--- src/hdl/tbk_pkg.sv ---
// Purpose: constants and types for the timer block clock and interrupt logic
// Assumes: classic wishbone, 32-bit data, word aligned registers
// Notes: offsets are byte addresses
package tbk_pkg;
	localparam logic [7:0] ADR_CTRL = 8'h00;
	localparam logic [7:0] ADR_AUX_CTRL = 8'h04;
	localparam logic [7:0] ADR_CORE_CTRL = 8'h08;
	localparam logic [7:0] ADR_AUX_CNT = 8'h0C;
	localparam logic [7:0] ADR_CORE_CNT = 8'h10;
	localparam logic [7:0] ADR_CAP = 8'h14;
	localparam logic [7:0] ADR_STAT = 8'h18;
	localparam logic [7:0] ADR_MASK = 8'h1C;
	localparam logic [1:0] BPS_DIV2 = 2'h1;
	localparam logic [1:0] BPS_DIV4 = 2'h0;
	localparam logic [1:0] BPS_DIV8 = 2'h3;
	localparam logic [1:0] BPS_DIV16 = 2'h2;
	localparam logic [1:0] BPS_RESET = 2'h0;
	localparam logic [1:0] CES_NONE = 2'h0;
	localparam logic [1:0] CES_RISE = 2'h1;
	localparam logic [1:0] CES_FALL = 2'h2;
	localparam logic [1:0] CES_ANY = 2'h3;
	localparam logic [1:0] MODE_TIMER = 2'h0;
	localparam logic [1:0] MODE_COUNTER = 2'h1;
	localparam logic [1:0] MODE_GATE_LO = 2'h2;
	localparam logic [1:0] MODE_GATE_HI = 2'h3;
	localparam int IRQ_AUX = 0;
	localparam int IRQ_CORE = 1;
	localparam int IRQ_CAP = 2;
	localparam logic [15:0] CNT_MAX = 16'hFFFF;
	localparam logic [15:0] CNT_ZERO = 16'h0000;
	// timer control word layout: run, down, mode, prescale
	typedef struct packed {
		logic run;
		logic down;
		logic [1:0] mode;
		logic [2:0] prescale;
	} tbk_tctl_s;
	typedef struct packed {
		logic count_in;
		logic gate_in;
	} tbk_pins_s;
endpackage

--- src/hdl/tbk_top.sv ---
// Purpose: basic clock prescaler, input sampling, two timers, capture and irq
// Assumes: one 100 MHz clock, external pins asynchronous
// Notes: interrupt status bits clear on read of the status register
//
// The address map and the Wishbone register port were chosen for this implementation.
module tbk_top (
	input wire logic clock_in,
	input wire logic rstn_in,
	input wire logic wb_cyc_in,
	input wire logic wb_stb_in,
	input wire logic wb_we_in,
	input wire logic [7:0] wb_adr_in,
	input wire logic [3:0] wb_sel_in,
	input wire logic [31:0] wb_dat_in,
	output logic [31:0] wb_dat_out,
	output logic wb_ack_out,
	input wire tbk_pkg::tbk_pins_s aux_pins_in,
	input wire tbk_pkg::tbk_pins_s core_pins_in,
	input wire logic capture_pin_in,
	output logic irq_out
);
	logic [1:0] block_prescale_sel_ff;
	logic [1:0] capture_edge_sel_ff;
	logic cap_enable_ff;
	tbk_pkg::tbk_tctl_s tctl_ff [2];
	logic [15:0] cnt_ff [2];
	logic [15:0] capture_reload_reg_ff;
	logic [2:0] stat_ff;
	logic [2:0] mask_ff;
	logic wb_ack_ff;
	logic [31:0] rdata_ff;
	logic [3:0] bdiv_ff;
	logic [10:0] pdiv_ff;
	logic [4:0] sync1_ff;
	logic [4:0] sync2_ff;
	logic [4:0] samp_ff;
	logic [4:0] samp_old_ff;
	logic base_en_ff;

	wire logic wb_req = wb_cyc_in && wb_stb_in && !wb_ack_ff;
	wire logic wb_wr = wb_req && wb_we_in && wb_sel_in[0];
	wire logic wb_rd = wb_req && !wb_we_in;
	wire logic [4:0] pins_raw = {capture_pin_in, core_pins_in, aux_pins_in};

	function automatic logic [3:0] div_mask(input logic [1:0] sel);
		unique case (sel)
			tbk_pkg::BPS_DIV2: div_mask = 4'h1;
			tbk_pkg::BPS_DIV4: div_mask = 4'h3;
			tbk_pkg::BPS_DIV8: div_mask = 4'h7;
			tbk_pkg::BPS_DIV16: div_mask = 4'hF;
		endcase
	endfunction

	wire logic base_tick = (bdiv_ff & div_mask(block_prescale_sel_ff)) == 4'h0;
	always_ff @(posedge clock_in or negedge rstn_in) begin
		if (!rstn_in) begin
			bdiv_ff <= 4'h0;
			base_en_ff <= 1'b0;
		end else begin
			bdiv_ff <= bdiv_ff + 4'h1;
			base_en_ff <= base_tick;
		end
	end

	// shared power-of-two prescaler on basic clock
	always_ff @(posedge clock_in or negedge rstn_in) begin
		if (!rstn_in) begin
			pdiv_ff <= 11'h000;
		end else if (base_en_ff) begin
			pdiv_ff <= pdiv_ff + 11'h001;
		end
	end

	// two stage synchroniser on module clock
	always_ff @(posedge clock_in or negedge rstn_in) begin
		if (!rstn_in) begin
			sync1_ff <= 5'h00;
			sync2_ff <= 5'h00;
		end else begin
			sync1_ff <= pins_raw;
			sync2_ff <= sync1_ff;
		end
	end

	// sample on basic clock; keep previous sample
	always_ff @(posedge clock_in or negedge rstn_in) begin
		if (!rstn_in) begin
			samp_ff <= 5'h00;
			samp_old_ff <= 5'h00;
		end else if (base_en_ff) begin
			samp_ff <= sync2_ff;
			samp_old_ff <= samp_ff;
		end
	end

	wire logic [4:0] edge_any = (samp_ff ^ samp_old_ff) & {5{base_en_ff}};
	wire logic cap_rise = edge_any[4] && samp_ff[4];
	wire logic cap_fall = edge_any[4] && !samp_ff[4];
	wire logic cap_evt = cap_enable_ff && (
		(capture_edge_sel_ff == tbk_pkg::CES_RISE && cap_rise) ||
		(capture_edge_sel_ff == tbk_pkg::CES_FALL && cap_fall) ||
		(capture_edge_sel_ff == tbk_pkg::CES_ANY && edge_any[4]));

	logic [1:0] wrap_evt;
	logic [1:0] step;
	genvar g;
	generate
		for (g = 0; g < 2; g++) begin : gen_tmr
			wire logic cnt_pin = samp_ff[2 * g + 1];
			wire logic gate_pin = samp_ff[2 * g];
			wire logic [2:0] ps = tctl_ff[g].prescale;
			wire logic [10:0] pmask = 11'((12'h001 << ps) - 12'h001);
			wire logic ptick = base_en_ff && ((pdiv_ff & pmask) == 11'h000);
			wire logic gate_ok = (tctl_ff[g].mode == tbk_pkg::MODE_GATE_HI) ? gate_pin :
				(tctl_ff[g].mode == tbk_pkg::MODE_GATE_LO) ? !gate_pin : 1'b1;
			// internal count; counter mode counts pin edges
			assign step[g] = tctl_ff[g].run && ((tctl_ff[g].mode == tbk_pkg::MODE_COUNTER) ?
				edge_any[2 * g + 1] : (ptick && gate_ok));
			assign wrap_evt[g] = step[g] && (tctl_ff[g].down ?
				(cnt_ff[g] == tbk_pkg::CNT_ZERO) : (cnt_ff[g] == tbk_pkg::CNT_MAX));
			wire logic [7:0] wadr = (g == 0) ? tbk_pkg::ADR_AUX_CNT : tbk_pkg::ADR_CORE_CNT;
			wire logic [7:0] cadr = (g == 0) ? tbk_pkg::ADR_AUX_CTRL : tbk_pkg::ADR_CORE_CTRL;
			wire logic [15:0] nxt_cnt = tctl_ff[g].down ? cnt_ff[g] - 16'h0001 :
				cnt_ff[g] + 16'h0001;
			always_ff @(posedge clock_in or negedge rstn_in) begin
				if (!rstn_in) begin
					cnt_ff[g] <= 16'h0000;
					tctl_ff[g] <= '0;
				end else begin
					if (wb_wr && wb_adr_in == wadr) begin
						cnt_ff[g] <= wb_dat_in[15:0];
					end else if (step[g]) begin
						cnt_ff[g] <= nxt_cnt;
					end
					if (wb_wr && wb_adr_in == cadr) begin
						tctl_ff[g] <= wb_dat_in[6:0];
					end
				end
			end
		end
	endgenerate

	// capture latches aux timer
	always_ff @(posedge clock_in or negedge rstn_in) begin
		if (!rstn_in) begin
			capture_reload_reg_ff <= 16'h0000;
		end else if (cap_evt) begin
			capture_reload_reg_ff <= cnt_ff[0];
		end else if (wb_wr && wb_adr_in == tbk_pkg::ADR_CAP) begin
			capture_reload_reg_ff <= wb_dat_in[15:0];
		end
	end

	always_ff @(posedge clock_in or negedge rstn_in) begin
		if (!rstn_in) begin
			block_prescale_sel_ff <= tbk_pkg::BPS_RESET;
			capture_edge_sel_ff <= tbk_pkg::CES_NONE;
			cap_enable_ff <= 1'b0;
			mask_ff <= 3'h0;
		end else if (wb_wr) begin
			if (wb_adr_in == tbk_pkg::ADR_CTRL) begin
				block_prescale_sel_ff <= wb_dat_in[1:0];
				capture_edge_sel_ff <= wb_dat_in[3:2];
				cap_enable_ff <= wb_dat_in[4];
			end
			if (wb_adr_in == tbk_pkg::ADR_MASK) begin
				mask_ff <= wb_dat_in[2:0];
			end
		end
	end

	// three identical status bits; set wins over read clear
	wire logic [2:0] evt = {cap_evt, wrap_evt[1], wrap_evt[0]};
	wire logic stat_rd = wb_rd && wb_adr_in == tbk_pkg::ADR_STAT;
	wire logic [2:0] nxt_stat = (stat_rd ? 3'h0 : stat_ff) | evt;
	always_ff @(posedge clock_in or negedge rstn_in) begin
		if (!rstn_in) begin
			stat_ff <= 3'h0;
		end else begin
			stat_ff <= nxt_stat;
		end
	end

	assign irq_out = |(stat_ff & mask_ff);

	wire logic [31:0] rd_mux =
		(wb_adr_in == tbk_pkg::ADR_CTRL) ? {27'h0, cap_enable_ff, capture_edge_sel_ff,
			block_prescale_sel_ff} :
		(wb_adr_in == tbk_pkg::ADR_AUX_CTRL) ? {25'h0, tctl_ff[0]} :
		(wb_adr_in == tbk_pkg::ADR_CORE_CTRL) ? {25'h0, tctl_ff[1]} :
		(wb_adr_in == tbk_pkg::ADR_AUX_CNT) ? {16'h0, cnt_ff[0]} :
		(wb_adr_in == tbk_pkg::ADR_CORE_CNT) ? {16'h0, cnt_ff[1]} :
		(wb_adr_in == tbk_pkg::ADR_CAP) ? {16'h0, capture_reload_reg_ff} :
		(wb_adr_in == tbk_pkg::ADR_STAT) ? {29'h0, stat_ff} :
		(wb_adr_in == tbk_pkg::ADR_MASK) ? {29'h0, mask_ff} : 32'h0000_0000;

	// one wait state slave
	always_ff @(posedge clock_in or negedge rstn_in) begin
		if (!rstn_in) begin
			wb_ack_ff <= 1'b0;
			rdata_ff <= 32'h0000_0000;
		end else begin
			wb_ack_ff <= wb_req;
			rdata_ff <= wb_rd ? rd_mux : 32'h0000_0000;
		end
	end
	assign wb_ack_out = wb_ack_ff;
	assign wb_dat_out = rdata_ff;

	// assertion helpers
	logic [4:0] gap_ff;
	always_ff @(posedge clock_in or negedge rstn_in) begin
		if (!rstn_in) begin
			gap_ff <= 5'h00;
		end else begin
			gap_ff <= base_en_ff ? 5'h00 : gap_ff + 5'h01;
		end
	end

	// spacing only judged while the prescale field held since the last tick
	logic spc_ok_ff;
	wire logic bps_wr = wb_wr && wb_adr_in == tbk_pkg::ADR_CTRL;
	always_ff @(posedge clock_in or negedge rstn_in) begin
		if (!rstn_in) begin
			spc_ok_ff <= 1'b0;
		end else if (bps_wr && wb_dat_in[1:0] != block_prescale_sel_ff) begin
			spc_ok_ff <= 1'b0;
		end else if (base_en_ff) begin
			spc_ok_ff <= 1'b1;
		end
	end
endmodule

--- config.mk ---
export PLATFORM = sky130hd
export DESIGN_NAME = tbk_top
export DESIGN_NICKNAME = d
export VERILOG_FILES = /design/src/hdl/tbk_pkg.sv /design/src/hdl/tbk_top.sv
export SDC_FILE = /design/constraint.sdc
export NUM_CORES = 1
export LEC_CHECK = 0
export BUFFER_PORTS_ARGS = -buffer_cell sky130_fd_sc_hd__buf_2
export CAP_MARGIN = 10
export CORE_MARGIN = 2
export CORE_UTILIZATION = 32
export CTS_CLUSTER_DIAMETER = 100
export DETAILED_ROUTE_END_ITERATION = 10
export HOLD_SLACK_MARGIN = 0.02
export PLACE_DENSITY_LB_ADDON = 0.2
export SYNTH_ARGS = -nofsm -noshare
export SYNTH_HDL_FRONTEND = slang
export SYNTH_SLANG_ARGS = --single-unit
--- constraint.sdc ---
create_clock -name clock_in -period 3.35 [get_ports clock_in]
set_input_delay 0.1675 -clock clock_in [delete_from_list [all_inputs] [get_ports clock_in]]
set_output_delay 0.1675 -clock clock_in [all_outputs]
set_load 0.1 [all_outputs]
Yosys cells after proc, flatten, opt, wreduce, memory -nomap -nowiden
Index checks and enable logic that the tools add are counted.
{"block": "totals", "regBits": 126, "output_inout_bits": 34, "in_bits": 54, "elab_cells": 135}
{"block": "classes", "n_shift": 2, "add_sub_neg": 8, "eq_ne": 21, "reduce_logical": 45, "muxes": 27, "bitwise_logic": 7}
{"cell": "$mux 16", "n": 15}
{"cell": "$add 16x1->16 const B", "n": 2}
{"cell": "$eq 16x16->1 const B", "n": 2}
{"cell": "$eq 8x5->1 const B", "n": 4}
{"cell": "$logic_not 16->1", "n": 2}
{"cell": "$sub 16x1->16 const B", "n": 2}
{"cell": "$logic_and 1x1->1", "n": 25}
{"cell": "$and 11x11->11", "n": 2}
{"cell": "$logic_not 11->1", "n": 2}
{"cell": "$shl 1x3->11 const A", "n": 2}
{"cell": "$sub 11x1->11 const B", "n": 2}
{"cell": "$eq 2x2->1 const B", "n": 8}
{"cell": "$eq 8x4->1 const B", "n": 2}
{"cell": "$pmux 4 s4", "n": 1}
{"cell": "$add 11x1->11 const B", "n": 1}
{"cell": "$mux 3", "n": 3}
{"cell": "$eq 2x1->1 const B", "n": 4}
{"cell": "$eq 8x3->1 const B", "n": 1}
{"cell": "$logic_not 8->1", "n": 1}
{"cell": "$mux 1", "n": 8}
{"cell": "$reduce_bool 2->1", "n": 3}
{"cell": "$and 5x5->5", "n": 1}
{"cell": "$logic_not 1->1", "n": 5}
{"cell": "$xor 5x5->5", "n": 1}
{"cell": "9 further kinds", "n": 11}

Logic depth before layout (Yosys ltp)
Gate-level depths: netlist (run 1).
{"block": "logic_depth", "word_depth": 10, "ltp_mapped": 10, "depth_no_buf": 10}

Worst setup path after synthesis (run 1)
Ideal clock, no wire load.
{"block": "synth_path", "path_kind": "register to register", "start": "register tctl_ff[5] (netlist name)", "end": "register cnt_ff[14] (netlist name)", "setup_slack_ns": 0.690, "synth_period_minus_slack_ns": 2.660, "path_buffers": 0, "arrival_time_ns": 2.588, "setup_time_ns": 0.071, "path_stages_with_launch": 10, "required_ns": 3.279, "path_cell_list": "dfrtp_1 ha_1 nor2b_4 o31a_1 o21a_1 a21bo_1 a22o_1 a311oi_2 mux2_2 nor2_1"}
{"block": "synth_via", "elab_chain_cells": 3}
{"element": "from (decl)", "line_no": "tbk_top.sv:25", "source": "tbk_pkg::tbk_tctl_s tctl_ff [2];"}
{"element": "from (signal, indexed assignment)", "line_no": "tbk_top.sv:136", "source": "tctl_ff[g] <= wb_dat_in[6:0];"}
{"element": "$mux 16", "line_no": "tbk_top.sv:123", "source": "wire logic [15:0] nxt_cnt = tctl_ff[g].down ? cnt_ff[g] - 16'h0001 :"}
{"element": "$mux 16", "line_no": "tbk_top.sv:132", "source": "end else if (step[g]) begin"}
{"element": "$mux 16", "line_no": "tbk_top.sv:130", "source": "if (wb_wr && wb_adr_in == wadr) begin"}
{"element": "to (signal, indexed assignment)", "line_no": "tbk_top.sv:131", "source": "cnt_ff[g] <= wb_dat_in[15:0];"}
{"element": "to (signal, indexed assignment)", "line_no": "tbk_top.sv:133", "source": "cnt_ff[g] <= nxt_cnt;"}
{"element": "to (decl)", "line_no": "tbk_top.sv:26", "source": "logic [15:0] cnt_ff [2];"}
No other way between the ends. The select of a mux whose other input is x is not followed.
A chain may end at the register's enable or synchronous reset.

Worst setup path after layout (run 1)
{"block": "layout_path", "start": "input port wb_stb_in", "end": "register cnt_ff[10] (netlist name)"}
{"block": "layout_via", "elab_chain_cells": 6, "word_cells_on_any_way": 7, "cone_classes": "mux (1); reduce/logical (6)"}
{"element": "from (decl)", "line_no": "tbk_top.sv:10", "source": "input wire logic wb_stb_in,"}
{"element": "$logic_and 1x1->1 * (2 in a row)", "line_no": "tbk_top.sv:40", "source": "wire logic wb_req = wb_cyc_in && wb_stb_in && !wb_ack_ff;"}
{"element": "via wb_req", "line_no": "tbk_top.sv:40"}
{"element": "$logic_and 1x1->1 * (2 in a row)", "line_no": "tbk_top.sv:41", "source": "wire logic wb_wr = wb_req && wb_we_in && wb_sel_in[0];"}
{"element": "$logic_and 1x1->1 *", "line_no": "tbk_top.sv:130"}
{"element": "$mux 16 / $reduce_bool 2->1 (equally long branches)"}
The timed path passes the listed nets; every way through them passes the cells marked *.

==> results.txt, run 1 <==
The flow ran to the end, and the final reports show no timing, DRC or antenna violations. In the layout the commonest cells are sky130_fd_sc_hd__dfrtp_1, sky130_fd_sc_hd__a21oi_1, sky130_fd_sc_hd__nor2_1. The count of mapped cells out of synthesis came out at 759.

The post-route antenna net violation count came out at 0. Summing the areas of all and, or, nand and nor instances in the mapped netlist gives 15.8% of the synthesized area. The smallest clock period supported by the final layout is computed as 3.05 ns.

The final-report setup violation count came out at 0. The die area came out at 23300 sq um. The CTS buffer count is 17.

For this run, the total global-route usage over all layers was measured as 16.7%. Summing over every cut layer, the via total after detailed routing is 5871. The number of different library cells in the post-synthesis netlist came out at 58. The area growth from synthesis to layout is 18.0%.

The synthesized netlist devotes 5.88% of its cell area to adder and majority cells. The first-pass GRT wire length is 31.1 mm. The clock sink total is 120. The logic gate share of total power is 11.1%. The worst setup path is captured at a flop. The root buffer cell chosen for the clock tree is sky130_fd_sc_hd__clkbuf_16.

TritonCTS built the clock tree. The register-to-register setup slack came out at 0.49 ns. The most used flip-flop cell after synthesis is sky130_fd_sc_hd__dfrtp_1.

The region available for standard cell placement spans 21800 sq um. The vertical die dimension came out at 153 um. The largest fanout on the critical path is 19.

The final number of max-transition violations came out at 0. After synthesis, the cell types taking the most area are sky130_fd_sc_hd__dfrtp_1, sky130_fd_sc_hd__a21oi_1, sky130_fd_sc_hd__mux2_2, sky130_fd_sc_hd__ha_1, sky130_fd_sc_hd__nor2_1. During synthesis, Yosys emitted a total of 0 warnings.

The power density over the cells came out at 463 nW/um^2. The number of global-route vias before repair is 5720. The final wirelength came out at 19.3 mm. For this run, the top clock speed supported by timing is 328 MHz. The worst slew margin relative to its limit is 37.5%. For this design the total switching power over the nets is 1.14 mW. The number of inserted diodes is 0. The per-cell via count in the routed design came out at 5.24.

Measured on the finished design, the core utilization comes to 38.3%. Setup repair after global routing left no endpoint under its margin. The worst min-delay path category is in2reg. The average wire per cell in the routed design came out at 17.2 um. The deepest clock path buffer count came out at 2. The sum of overflow across all layers after global routing came out at 0. The final critical-path share of the clock period came out at 91.0%.

The flop and latch count out of synthesis came out at 120. Entering global routing, the biggest net connects 55 pins. The final clock skew is 0.0174 ns.

The floorplan step set the die width to 153 um. The initial antenna violation count is 0. For this run, the detailed router's first-pass iteration total came to 6. The most common cell after layout, fill and taps aside is sky130_fd_sc_hd__dfrtp_1. In the routed design, unresolved DRC markers number 0.

The switching power as a share of total power came out at 29.7%. The share of total power dissipated in the clock network is 48.1%. The worst setup path is launched from an input port. Sequential cells burn 40.7% of the power. Internal power comes to 2.71 mW. The data required time of the critical path came out at 3.66 ns. The detailed placer's ending HPWL came out at 14.0 mm.

By area, the combinational part of the netlist is dominated by compound AO/OA/AOI/OAI gates. The XOR/XNOR share of the synthesized area came out at 3.97%. The source-to-sink clock delay at the later pin of the worst-skew pair came out at 0.43 ns. The final RePlAce weighted congestion is 0.825. The post-synthesis compound-gate area fraction is 19.1%. After synthesis, flip-flops and latches occupy 42.5% of the total area. The slew at the pin closest to its max-slew limit came out at 0.937 ns. For this block, the initial DRC count from the detailed router was 367. In this run the static leakage power is 3.74 nW. In this run the cell area of the synthesized design comes to 7060 sq um. The number of endpoints with negative hold slack in the final report is 0.

The mean instance size in the synthesized netlist came out at 9.31 sq um. The post-synthesis cell type with the largest combined area is sky130_fd_sc_hd__dfrtp_1. The initial utilization of the core area, before any placement, comes to 32.5%. The count of boundary I/O pins is 88. The peak supply drop is 0.353 mV.

After the last flow step, the layout net total stands at 913. The number of placement rows is 54. The layout filler cell count came out at 2235.

The critical setup path kind is in2reg. The portion of synthesized area spent on multiplexers is 8.40%. The count of flip-flops with a built-in enable after synthesis came out at 0.

The share of synthesized registers carrying an async set or reset is 100%. Of the cells placed in the final design, the portion with a size suffix greater than 1 is 17.5%. The reported max-cap violation count came out at 0. After clock tree synthesis, the clock-pin slew on the worst setup and hold paths is 0.06 ns. The H-tree depth came out at 4.

The area share of the largest cell type after synthesis is 42.5%. The arrival time of data at the critical path endpoint came out at 3.35 ns. The count of buffers from port buffering came out at 52.

For the final routed database, the setup TNS stands at 0 ns.
==> power by group through the flow <==
stage / Clock [mW] / Combinational [mW] / Sequential [mW]
2_1_floorplan: 0 / 0.307 / 1.58
3_3_place_gp: 0 / 0.422 / 1.60
3_5_place_dp: 0 / 0.424 / 1.60
4_1_cts: 1.89 / 0.433 / 1.57
5_1_grt: 1.96 / 0.474 / 1.58
6_report: 1.86 / 0.430 / 1.57
==> metal layers <==
metal | part of all wire [%] | wire length, um | global-route usage [%]
met3 | 4.9 | 936 | 3.47
met4 | 0.71 | 137 | 3.79
met2 | 46 | 8900 | 26.2
met1 | 48 | 9280 | 23.8
met5 | 0 | 0 | 0
==> registers in the layout (all words and copies together), names as in the netlist <==
register and flops:
samp_old_ff 3, capture_reload_reg_ff 16, mask_ff 3, wb_dat_out 16
cnt_ff 32, block_prescale_sel_ff 2, cap_enable_ff 1, tctl_ff 8
stat_ff 3, sync2_ff 5, wb_ack_out 1, capture_edge_sel_ff 2
sync1_ff 5, samp_ff 5, base_en_ff 1, pdiv_ff 7
bdiv_ff 4, gen_tmr.ps 6
==> logic make-up (layout without fill, tap and decap cells) <==
kind of cell / after synthesis / in the layout
AND/OR/NAND/NOR: 237 / 237
XOR/XNOR: 32 / 32
flip-flops: 120 / 120
multiplexers: 55 / 55
AO/OA/AOI/OAI: 220 / 220
other: 1 / 16
buffers and inverters: 62 / 128
adder cells (fa/ha/maj): 32 / 32
==> layout make-up <==
| type | count | area [sq um] | share of cell area [%] |
|---|---|---|---|
| clock buffers | 17 | 425 | 5.11 |
| flip-flops and latches | 120 | 3000 | 36.0 |
| inverters | 18 | 67.6 | 0.811 |
| well taps | 280 | 350 | 4.20 |
| repair buffers | 78 | 493 | 5.92 |
| clock inverters | 15 | 174 | 2.09 |
| multi-input cells | 592 | 3820 | 45.8 |
==> critical path: stages <==
cell	delay, ns
sky130_fd_sc_hd__dlygate4sd3_1	0.53
sky130_fd_sc_hd__buf_2	0.10
sky130_fd_sc_hd__nand2_1	0.06
sky130_fd_sc_hd__dlygate4sd3_1	0.55
sky130_fd_sc_hd__nor2_1	0.11
sky130_fd_sc_hd__and3_1	0.47
sky130_fd_sc_hd__nand3_1	0.65
sky130_fd_sc_hd__and3_1	0.45
sky130_fd_sc_hd__a221o_1	0.26
==> synthesized netlist by cell type (all sizes together) (2+ instances only) <==
| cell | n |
|---|---|
| dfrtp | 120 |
| a21oi | 83 |
| nor2 | 80 |
| nand2 | 62 |
| o21ai | 61 |
| mux2 | 34 |
| ha | 30 |
| buf | 25 |
| and3 | 22 |
| mux2i | 21 |
| clkbuf | 19 |
| inv | 18 |
| nor3 | 18 |
| xor2 | 17 |
| xnor2 | 15 |
| nand3 | 12 |
| nand4 | 12 |
| a22o | 11 |
| nor4 | 10 |
| a211oi | 9 |
| a21o | 8 |
| a31oi | 8 |
| nor2b | 6 |
| a221o | 5 |
| nand2b | 5 |
| o21a | 5 |
| o22ai | 5 |
| or3 | 5 |
| a221oi | 3 |
| a222oi | 3 |
| o221ai | 3 |
| o31ai | 3 |
| a21bo | 2 |
| a21boi | 2 |
| fa | 2 |
| o211ai | 2 |
==> per-stage QoR <==
stage               cells  hold slack [ns]  total power [mW]  setup slack (ns)  instance area, sq um
finish               1120           0.0362              3.86             0.302                  8330
global placement     1079            0.277              2.02             0.457                  7640
CTS                  1120           0.0362              3.89             0.331                  8330
floorplan             774           -0.128              1.89             0.690                  7120
detailed placement   1079            0.277              2.02             0.448                  7640
global route         1120           0.0524              4.01             0.101                  8330
==> final timing paths <==
check                                        start  cells past startpoint                 endpoint
hold reg to reg              sync1_ff[1]$_DFF_PN0_                      0    sync2_ff[1]$_DFF_PN0_
setup reg to reg           tctl_ff[12]$_DFFE_PN0P_                      9   cnt_ff[31]$_DFFE_PN0P_
min in group asynchronous                  rstn_in                      2   cnt_ff[27]$_DFFE_PN0P_
max in group asynchronous                  rstn_in                      3  tctl_ff[10]$_DFFE_PN0P_
setup / recovery                         wb_stb_in                      9   cnt_ff[10]$_DFFE_PN0P_
hold / removal                        wb_dat_in[9]                      3   cnt_ff[25]$_DFFE_PN0P_
==> timing repair <==
action	4_1_cts	5_1_grt
setup buffers	0	0
resized for setup	0	0
hold buffers	9	0
endpoints found under the hold margin	59	0
Note: power is estimated with default switching activity, not from simulation.
==> inputs of run 2 (changes only) <==
--- a/config.mk
+++ b/config.mk
@@ -7,6 +7,7 @@
 export LEC_CHECK = 0
 export BUFFER_PORTS_ARGS = -buffer_cell sky130_fd_sc_hd__buf_2
 export CAP_MARGIN = 10
+export CORE_ASPECT_RATIO = 0.7
 export CORE_MARGIN = 2
 export CORE_UTILIZATION = 32
 export CTS_CLUSTER_DIAMETER = 100
==> results.txt, run 2 (synthesis results as in run 1) <==
The final RePlAce weighted congestion is 0.864 (was 0.825). The starting density of the core came out at 32.6% (was 32.5%). The least setup slack across all paths after layout is 0.305 ns (was 0.302 ns). The maximum number of pins on one net before global-route repair came out at 48 (was 55). The final clock skew was 0.0102 ns (was 0.0174 ns).

The detailed placer's ending HPWL came out at 14.6 mm (was 14.0 mm). The final critical-path share of the clock period is 90.9% (was 91.0%). The initial antenna violation count is 1 (was 0). The power density over the cells is 468 nW/um^2 (was 463 nW/um^2).

The post-cts gate resize count came out at 0 (unchanged). The worst min-delay path category is in2reg (unchanged). The slew at the pin closest to its max-slew limit came out at 0.844 ns (was 0.937 ns).

The reported max-cap violation count came out at 0 (unchanged). The overall via count from detail_route is 5911 (was 5871). The H-tree depth came out at 4 (unchanged). The count of boundary I/O pins is 88 (unchanged).

The area growth from synthesis to layout came out at 17.5% (was 18.0%). The number of endpoints with negative hold slack in the final report came out at 0 (unchanged). The first-pass GRT wire length came out at 31.6 mm (was 31.1 mm).

The source-to-sink clock delay at the later pin of the worst-skew pair is 0.42 ns (was 0.43 ns). The clock sink total is 120 (unchanged). The aggregate global-route resource usage is 17.7% (was 16.7%). The highest cell delay on the worst timing path is 0.77 ns (was 0.65 ns). Cell-by-cell trace of the critical path: inv_1 > fa_1 > nor2b_1 > o211ai_1 > a21oi_1 > o21ai_1 > a31oi_1 > xor2_1 > mux2i_1 > o21ai_0 (was dlygate4sd3_1 > buf_2 > nand2_1 > dlygate4sd3_1 > nor2_1 > and3_1 > nand3_1 > and3_1 > a221o_1). The flip-flop count of the largest register, all copies and words added came out at 32 (unchanged). The number of standard cells in the layout, taps in and fillers out is 1120 (unchanged). The number of global-route vias before repair is 5512 (was 5720). The total negative setup slack came to 0 ns (unchanged). The highest-delay cell along the critical path was sky130_fd_sc_hd__dfrtp_1 (was sky130_fd_sc_hd__nand3_1).

The residual DRC count came out at 0 (unchanged). The number of setup buffers added after CTS came out at 0 (unchanged). The average wire per cell in the routed design is 17.7 um (was 17.2 um).

The cell at the root of the clock tree is sky130_fd_sc_hd__clkbuf_16 (unchanged). The nature of the critical path endpoint is a flop (unchanged). The worst slew margin relative to its limit came out at 43.7% (was 37.5%).

The count of buffers from port buffering is 52 (unchanged). The final number of max-transition violations came out at 0 (unchanged). The post-route antenna net violation count is 0 (unchanged).

The peak supply drop is 0.278 mV (was 0.353 mV). The overall power of the completed layout is 3.89 mW (was 3.86 mW). The vertical die dimension was 128 um (was 153 um). The number of detailed-routing iterations run before antenna repair came to 6 (unchanged). The critical setup path kind is reg2reg (was in2reg).

The layout filler cell count came out at 2164 (was 2235). The ratio of cells with drive above 1 in the final layout came out at 17.2% (was 17.5%). The TritonCTS clock tree was yes (unchanged). The final wirelength was 19.8 mm (was 19.3 mm). The number of placement rows is 45 (was 54).

The placeable core region was 21700 sq um (was 21800 sq um). The die area came to 23300 sq um (about the same). The hold buffer count at CTS is 8 (was 9). The data required time of the critical path came out at 3.69 ns (was 3.66 ns).

The leakage power came to 3.73 nW (was 3.74 nW). The clock-pin slew reported for the worst setup and hold paths after clock tree synthesis is 0.06 ns (about the same). The sort of element at the start of the critical path was a flop (was input port). The layout net count came to 910 (was 913). The post-placement worst setup slack came to 0.306 ns (was 0.448 ns). The initial detailed-routing violation count came out at 457 (was 367). Outcome: complete, no violations (unchanged).

The most common cell after layout, fill and taps aside is sky130_fd_sc_hd__dfrtp_1 (unchanged). The per-cell via count in the routed design came out at 5.28 (was 5.24). The CTS buffer count came out at 17 (unchanged). The peak clock frequency supported by timing is 328 MHz (about the same). Setup repair after global routing missed its margin: false (unchanged). The post-route core utilization came out at 38.3% (about the same).

The final critical path time including I/O delays and setup came out at 3.04 ns (was 3.05 ns). The final-report setup violation count came out at 0 (unchanged). The register containing the most flip-flops in the final layout is cnt_ff (unchanged). The sum of overflow across all layers after global routing was 0 (unchanged). The die width is 182 um (was 153 um). Highest-count cells in the layout ignoring fill and taps: sky130_fd_sc_hd__dfrtp_1, sky130_fd_sc_hd__a21oi_1, sky130_fd_sc_hd__nor2_1 (unchanged). The arrival time of data at the critical path endpoint was 3.39 ns (was 3.35 ns). The placed cell count is 1079 (unchanged).

The deepest clock path buffer count came out at 2 (unchanged). The largest fanout on the critical path was 17 (was 19).
## run 2: cell count changes in the layout (fill, tap and decap cells not counted)
cell | previous run | this run
sky130_fd_sc_hd__buf_4 | 17 | 16
sky130_fd_sc_hd__clkinvlp_4 | 1 | 0
sky130_fd_sc_hd__bufinv_16 | 1 | 2
sky130_fd_sc_hd__buf_12 | 1 | 0
sky130_fd_sc_hd__clkinv_4 | 0 | 4
sky130_fd_sc_hd__clkbuf_8 | 0 | 1
sky130_fd_sc_hd__clkinv_8 | 2 | 0
sky130_fd_sc_hd__dlygate4sd3_1 | 9 | 8
sky130_fd_sc_hd__inv_8 | 3 | 1
sky130_fd_sc_hd__diode_2 | 0 | 1
sky130_fd_sc_hd__inv_6 | 8 | 6
sky130_fd_sc_hd__clkbuf_1 | 0 | 1
## run 2: worst max-delay path: cells and delay by family, from the launching register on
| kind | cells | cell delay (ns) |
|---|---|---|
| xor+xnor | 1 | 0.17 |
| buf+inv | 1 | 0.26 |
| flops | 1 | 0.77 |
| simple gates | 1 | 0.23 |
| mux | 1 | 0.09 |
| compound gates | 5 | 0.95 |
| fa+ha+maj | 1 | 0.50 |
## run 2: path summary, 6_finish.rpt
path	cells after the start	end	slack (ns)	from
max in group asynchronous	3	capture_reload_reg_ff[0]$_DFFE_PN0P_	2.14	rstn_in
worst min-delay path	3	cnt_ff[30]$_DFFE_PN0P_	0.04	wb_dat_in[14]
min in group asynchronous	2	samp_ff[4]$_DFFE_PN0P_	0.30	rstn_in
worst max register to register	10	cnt_ff[30]$_DFFE_PN0P_	0.31	tctl_ff[12]$_DFFE_PN0P_
worst min register to register	0	sync2_ff[4]$_DFF_PN0_	0.35	sync1_ff[4]$_DFF_PN0_
worst max-delay path	10	cnt_ff[30]$_DFFE_PN0P_	0.31	tctl_ff[12]$_DFFE_PN0P_
## run 2: metal layers
layer	routed length (um)	vias to the layer above	GRT usage, %
met5	0	-	0
met2	7940	131	23.9
met1	10700	2896	28.0
met4	148	0	4.07
met3	1000	12	4.01
li1	-	2872	-
## run 2: stage by stage
| stage | hold slack [ns] | cell area, sq um |
|---|---|---|
| 2_1_floorplan | -0.128 | 7120 |
| 3_3_place_gp | 0.243 | 7620 |
| 3_5_place_dp | 0.241 | 7620 |
| 4_1_cts | 0.0248 | 8300 |
| 5_1_grt | 0.0413 | 8300 |
| 6_report | 0.0394 | 8300 |
## run 2: final cells by class
type	count	area, sq um	share of cell area (%)
inverters	18	67.6	0.814
well taps	282	353	4.25
flip-flops and latches	120	3000	36.2
diodes	1	2.50	0.0301
repair buffers	75	455	5.49
clock buffers	19	443	5.33
multi-input cells	592	3820	46.0
clock inverters	13	159	1.91
## run 2: where the power goes
| group | switching, mW | total, mW | internal [mW] | leakage [nW] |
|---|---|---|---|---|
| Combinational | 0.287 | 0.432 | 0.145 | 1.97 |
| Clock | 0.746 | 1.88 | 1.14 | 0.296 |
| Sequential | 0.0717 | 1.57 | 1.50 | 1.46 |
| Total | 1.10 | 3.89 | 2.78 | 3.73 |
==> inputs of run 3 (changes only) <==
--- a/config.mk
+++ b/config.mk
@@ -9,7 +9,7 @@
 export CAP_MARGIN = 10
 export CORE_ASPECT_RATIO = 0.7
 export CORE_MARGIN = 2
-export CORE_UTILIZATION = 32
+export CORE_UTILIZATION = 59
 export CTS_CLUSTER_DIAMETER = 100
 export DETAILED_ROUTE_END_ITERATION = 10
 export HOLD_SLACK_MARGIN = 0.02
==> results.txt, run 3 (synthesis results as in run 1) <==
The die width is 135 um (was 182 um). The starting density of the core is 60.5% (was 32.6%). The logic depth of the worst register-to-register path came out at 10 (unchanged). The footprint of the flip-flops and latches is 3000 sq um (unchanged). The nature of the critical path endpoint was a flop (unchanged). The least setup slack across all paths after layout came to 0.257 ns (was 0.305 ns). The number of global-route vias before repair is 5960 (was 5512).

The data required time of the critical path came to 3.68 ns (was 3.69 ns). Setup repair after global routing missed its margin: false (unchanged). The final RePlAce weighted congestion is 0.947 (was 0.864).

The area growth from synthesis to layout is 14.3% (was 17.5%). The number of stages on the worst setup path was 10 (unchanged). Cell-by-cell trace of the critical path: inv_1 > fa_1 > nor2b_1 > o211ai_1 > a21oi_1 > o21ai_1 > a31oi_1 > xor2_1 > mux2i_1 > o21ai_0 (unchanged). The reported max-cap violation count is 0 (unchanged).

The number of standard cells in the layout, taps in and fillers out is 990 (was 1120). The register containing the most flip-flops in the final layout is cnt_ff (unchanged). The post-route antenna net violation count is 0 (unchanged). The TritonCTS clock tree is yes (unchanged). The hold buffer count at CTS was 8 (unchanged). The aggregate global-route resource usage came out at 30.0% (was 17.7%).

The worst-case hold slack is 0.0519 ns (was 0.0394 ns). The total negative setup slack was 0 ns (unchanged). The number of inserted diodes is 0 (was 1).

The source of the critical timing path is tctl_ff[12]$_DFFE_PN0P_ (unchanged). The multi-input logic area was 3820 sq um (unchanged). The switching power summed over all nets is 1.08 mW (was 1.10 mW).

The logic gate share of total power came to 11.7% (was 11.1%). The sort of element at the start of the critical path was a flop (unchanged). The highest-delay cell along the critical path is sky130_fd_sc_hd__dfrtp_1 (unchanged). The die area was 12900 sq um (was 23300 sq um). The first-pass GRT wire length was 30.0 mm (was 31.6 mm). The source-to-sink clock delay at the later pin of the worst-skew pair came out at 0.42 ns (about the same).

The highest cell delay on the worst timing path came to 0.79 ns (was 0.77 ns). The initial antenna violation count is 0 (was 1). The residual DRC count came to 0 (unchanged). The leakage power came out at 3.69 nW (was 3.73 nW). The deepest clock path buffer count is 2 (unchanged). The clock sink total was 120 (unchanged). The internal power consumption came out at 2.60 mW (was 2.78 mW). The placed cell count is 951 (was 1079). The final critical-path share of the clock period came out at 92.3% (was 90.9%).

The final critical path time including I/O delays and setup was 3.09 ns (was 3.04 ns). The most common cell after layout, fill and taps aside was sky130_fd_sc_hd__dfrtp_1 (unchanged). The final wirelength was 18.5 mm (was 19.8 mm).

Outcome: complete, no violations (unchanged). The peak supply drop came to 0.375 mV (was 0.278 mV). The number of endpoints with negative hold slack in the final report is 0 (unchanged). The worst min-delay path category is in2reg (unchanged).

The number of detailed-routing iterations run before antenna repair is 5 (was 6). The critical setup path kind is reg2reg (unchanged). The final number of max-transition violations is 0 (unchanged). The CTS buffer count is 17 (unchanged).

The clock-pin slew reported for the worst setup and hold paths after clock tree synthesis came out at 0.06 ns (about the same). The initial detailed-routing violation count came out at 578 (was 457). The post-route core utilization is 69.1% (was 38.3%). The vertical die dimension is 95.6 um (was 128 um).

The number of setup buffers added after CTS came out at 0 (unchanged). The startpoint of the most critical hold path is wb_dat_in[14] (unchanged). The layout net count came to 907 (was 910).

The placeable core region is 11700 sq um (was 21700 sq um). The capturing element of the worst setup path is cnt_ff[30]$_DFFE_PN0P_ (unchanged). The sum of overflow across all layers after global routing is 0 (unchanged). The post-placement worst setup slack came out at 0.368 ns (was 0.306 ns). The flip-flop count of the largest register, all copies and words added is 32 (unchanged). The number of buffers and inverters on the critical path came out at 1 (unchanged). The detailed placer's ending HPWL is 13.1 mm (was 14.6 mm).

The register-to-register setup slack came out at 0.26 ns (was 0.31 ns). The layout filler cell count came out at 902 (was 2164). The count of boundary I/O pins came out at 88 (unchanged).

The clock network fraction of total power is 45.6% (was 48.5%). The count of buffers from port buffering is 52 (unchanged). The power density over the cells is 456 nW/um^2 (was 468 nW/um^2).

The number of placement rows came out at 33 (was 45). The slew at the pin closest to its max-slew limit is 0.960 ns (was 0.844 ns). The sequential power share is 42.7% (was 40.4%). Highest-count cells in the layout ignoring fill and taps: sky130_fd_sc_hd__dfrtp_1, sky130_fd_sc_hd__a21oi_1, sky130_fd_sc_hd__nor2_1 (unchanged). The peak clock frequency supported by timing is 323 MHz (was 328 MHz). The average wire per cell in the routed design came out at 18.7 um (was 17.7 um).

The worst slew margin relative to its limit is 36.0% (was 43.7%). The largest fanout on the critical path is 17 (unchanged). The final-report setup violation count came out at 0 (unchanged). The ratio of cells with drive above 1 in the final layout was 16.9% (was 17.2%).

The cell at the root of the clock tree was sky130_fd_sc_hd__clkbuf_16 (unchanged). The post-cts gate resize count is 0 (unchanged). The per-cell via count in the routed design came out at 6.26 (was 5.28).

The final clock skew is 0.00865 ns (was 0.0102 ns). The startpoint of the worst register-to-register path is tctl_ff[12]$_DFFE_PN0P_ (unchanged). The arrival time of data at the critical path endpoint is 3.42 ns (was 3.39 ns). The kind of cell with the highest combined delay on the critical path was compound AO/OA/AOI/OAI gates (unchanged). The switching power as a share of total power came out at 29.3% (was 28.4%). The overall via count from detail_route came out at 6194 (was 5911). The maximum number of pins on one net before global-route repair is 63 (was 48). The H-tree depth is 4 (unchanged). The capture instance of the worst register-to-register path is cnt_ff[30]$_DFFE_PN0P_ (unchanged).
[run 3: how the worst min path moves through the flow]
stage	endpoint	slack (ns)	depth (start not counted)
floorplan	base_en_ff$_DFF_PN0_	-0.13	0
global placement	cnt_ff[27]$_DFFE_PN0P_	0.28	1
detailed placement	sync1_ff[0]$_DFF_PN0_	0.28	1
CTS	cnt_ff[25]$_DFFE_PN0P_	0.03	3
global route	cnt_ff[30]$_DFFE_PN0P_	0.05	3
finish	cnt_ff[30]$_DFFE_PN0P_	0.05	3
[run 3: cell type report]
| class | instances | area share (%) |
|---|---|---|
| tap | 157 | 2.43 |
| clock inverter | 14 | 1.43 |
| timing repair buffer | 72 | 5.52 |
| sequential | 120 | 37.2 |
| inverter | 18 | 0.837 |
| clock buffer | 17 | 5.27 |
| multi-input combinational | 592 | 47.3 |
[run 3: power groups by stage]
stage | registers, mW | clock network, mW | logic [mW]
after floorplan | 1.58 | 0 | 0.307
after global placement | 1.59 | 0 | 0.405
after detailed placement | 1.59 | 0 | 0.417
after CTS | 1.57 | 1.69 | 0.427
after global routing | 1.58 | 1.76 | 0.469
final | 1.57 | 1.68 | 0.430
[run 3: worst min-delay path, stage by stage]
cell and delay, ns:
sky130_fd_sc_hd__buf_2 0.13, sky130_fd_sc_hd__nand2_1 0.05, sky130_fd_sc_hd__o21ai_0 0.08
[run 3: through the flow]
| stage | instance area [sq um] | total power, mW |
|---|---|---|
| 2_1_floorplan | 7120 | 1.89 |
| 3_3_place_gp | 7450 | 1.99 |
| 3_5_place_dp | 7450 | 2.01 |
| 4_1_cts | 8070 | 3.69 |
| 5_1_grt | 8070 | 3.81 |
| 6_report | 8070 | 3.68 |
[run 3: metal layers]
layer  part of all wire [%]  GRT usage [%]  vias to the layer above
met1                     46           42.0                     2990
met2                     45           47.2                      298
li1                       -              -                     2869
met4                    1.9           9.12                        0
met5                      0              0                        -
met3                    7.8           6.43                       37
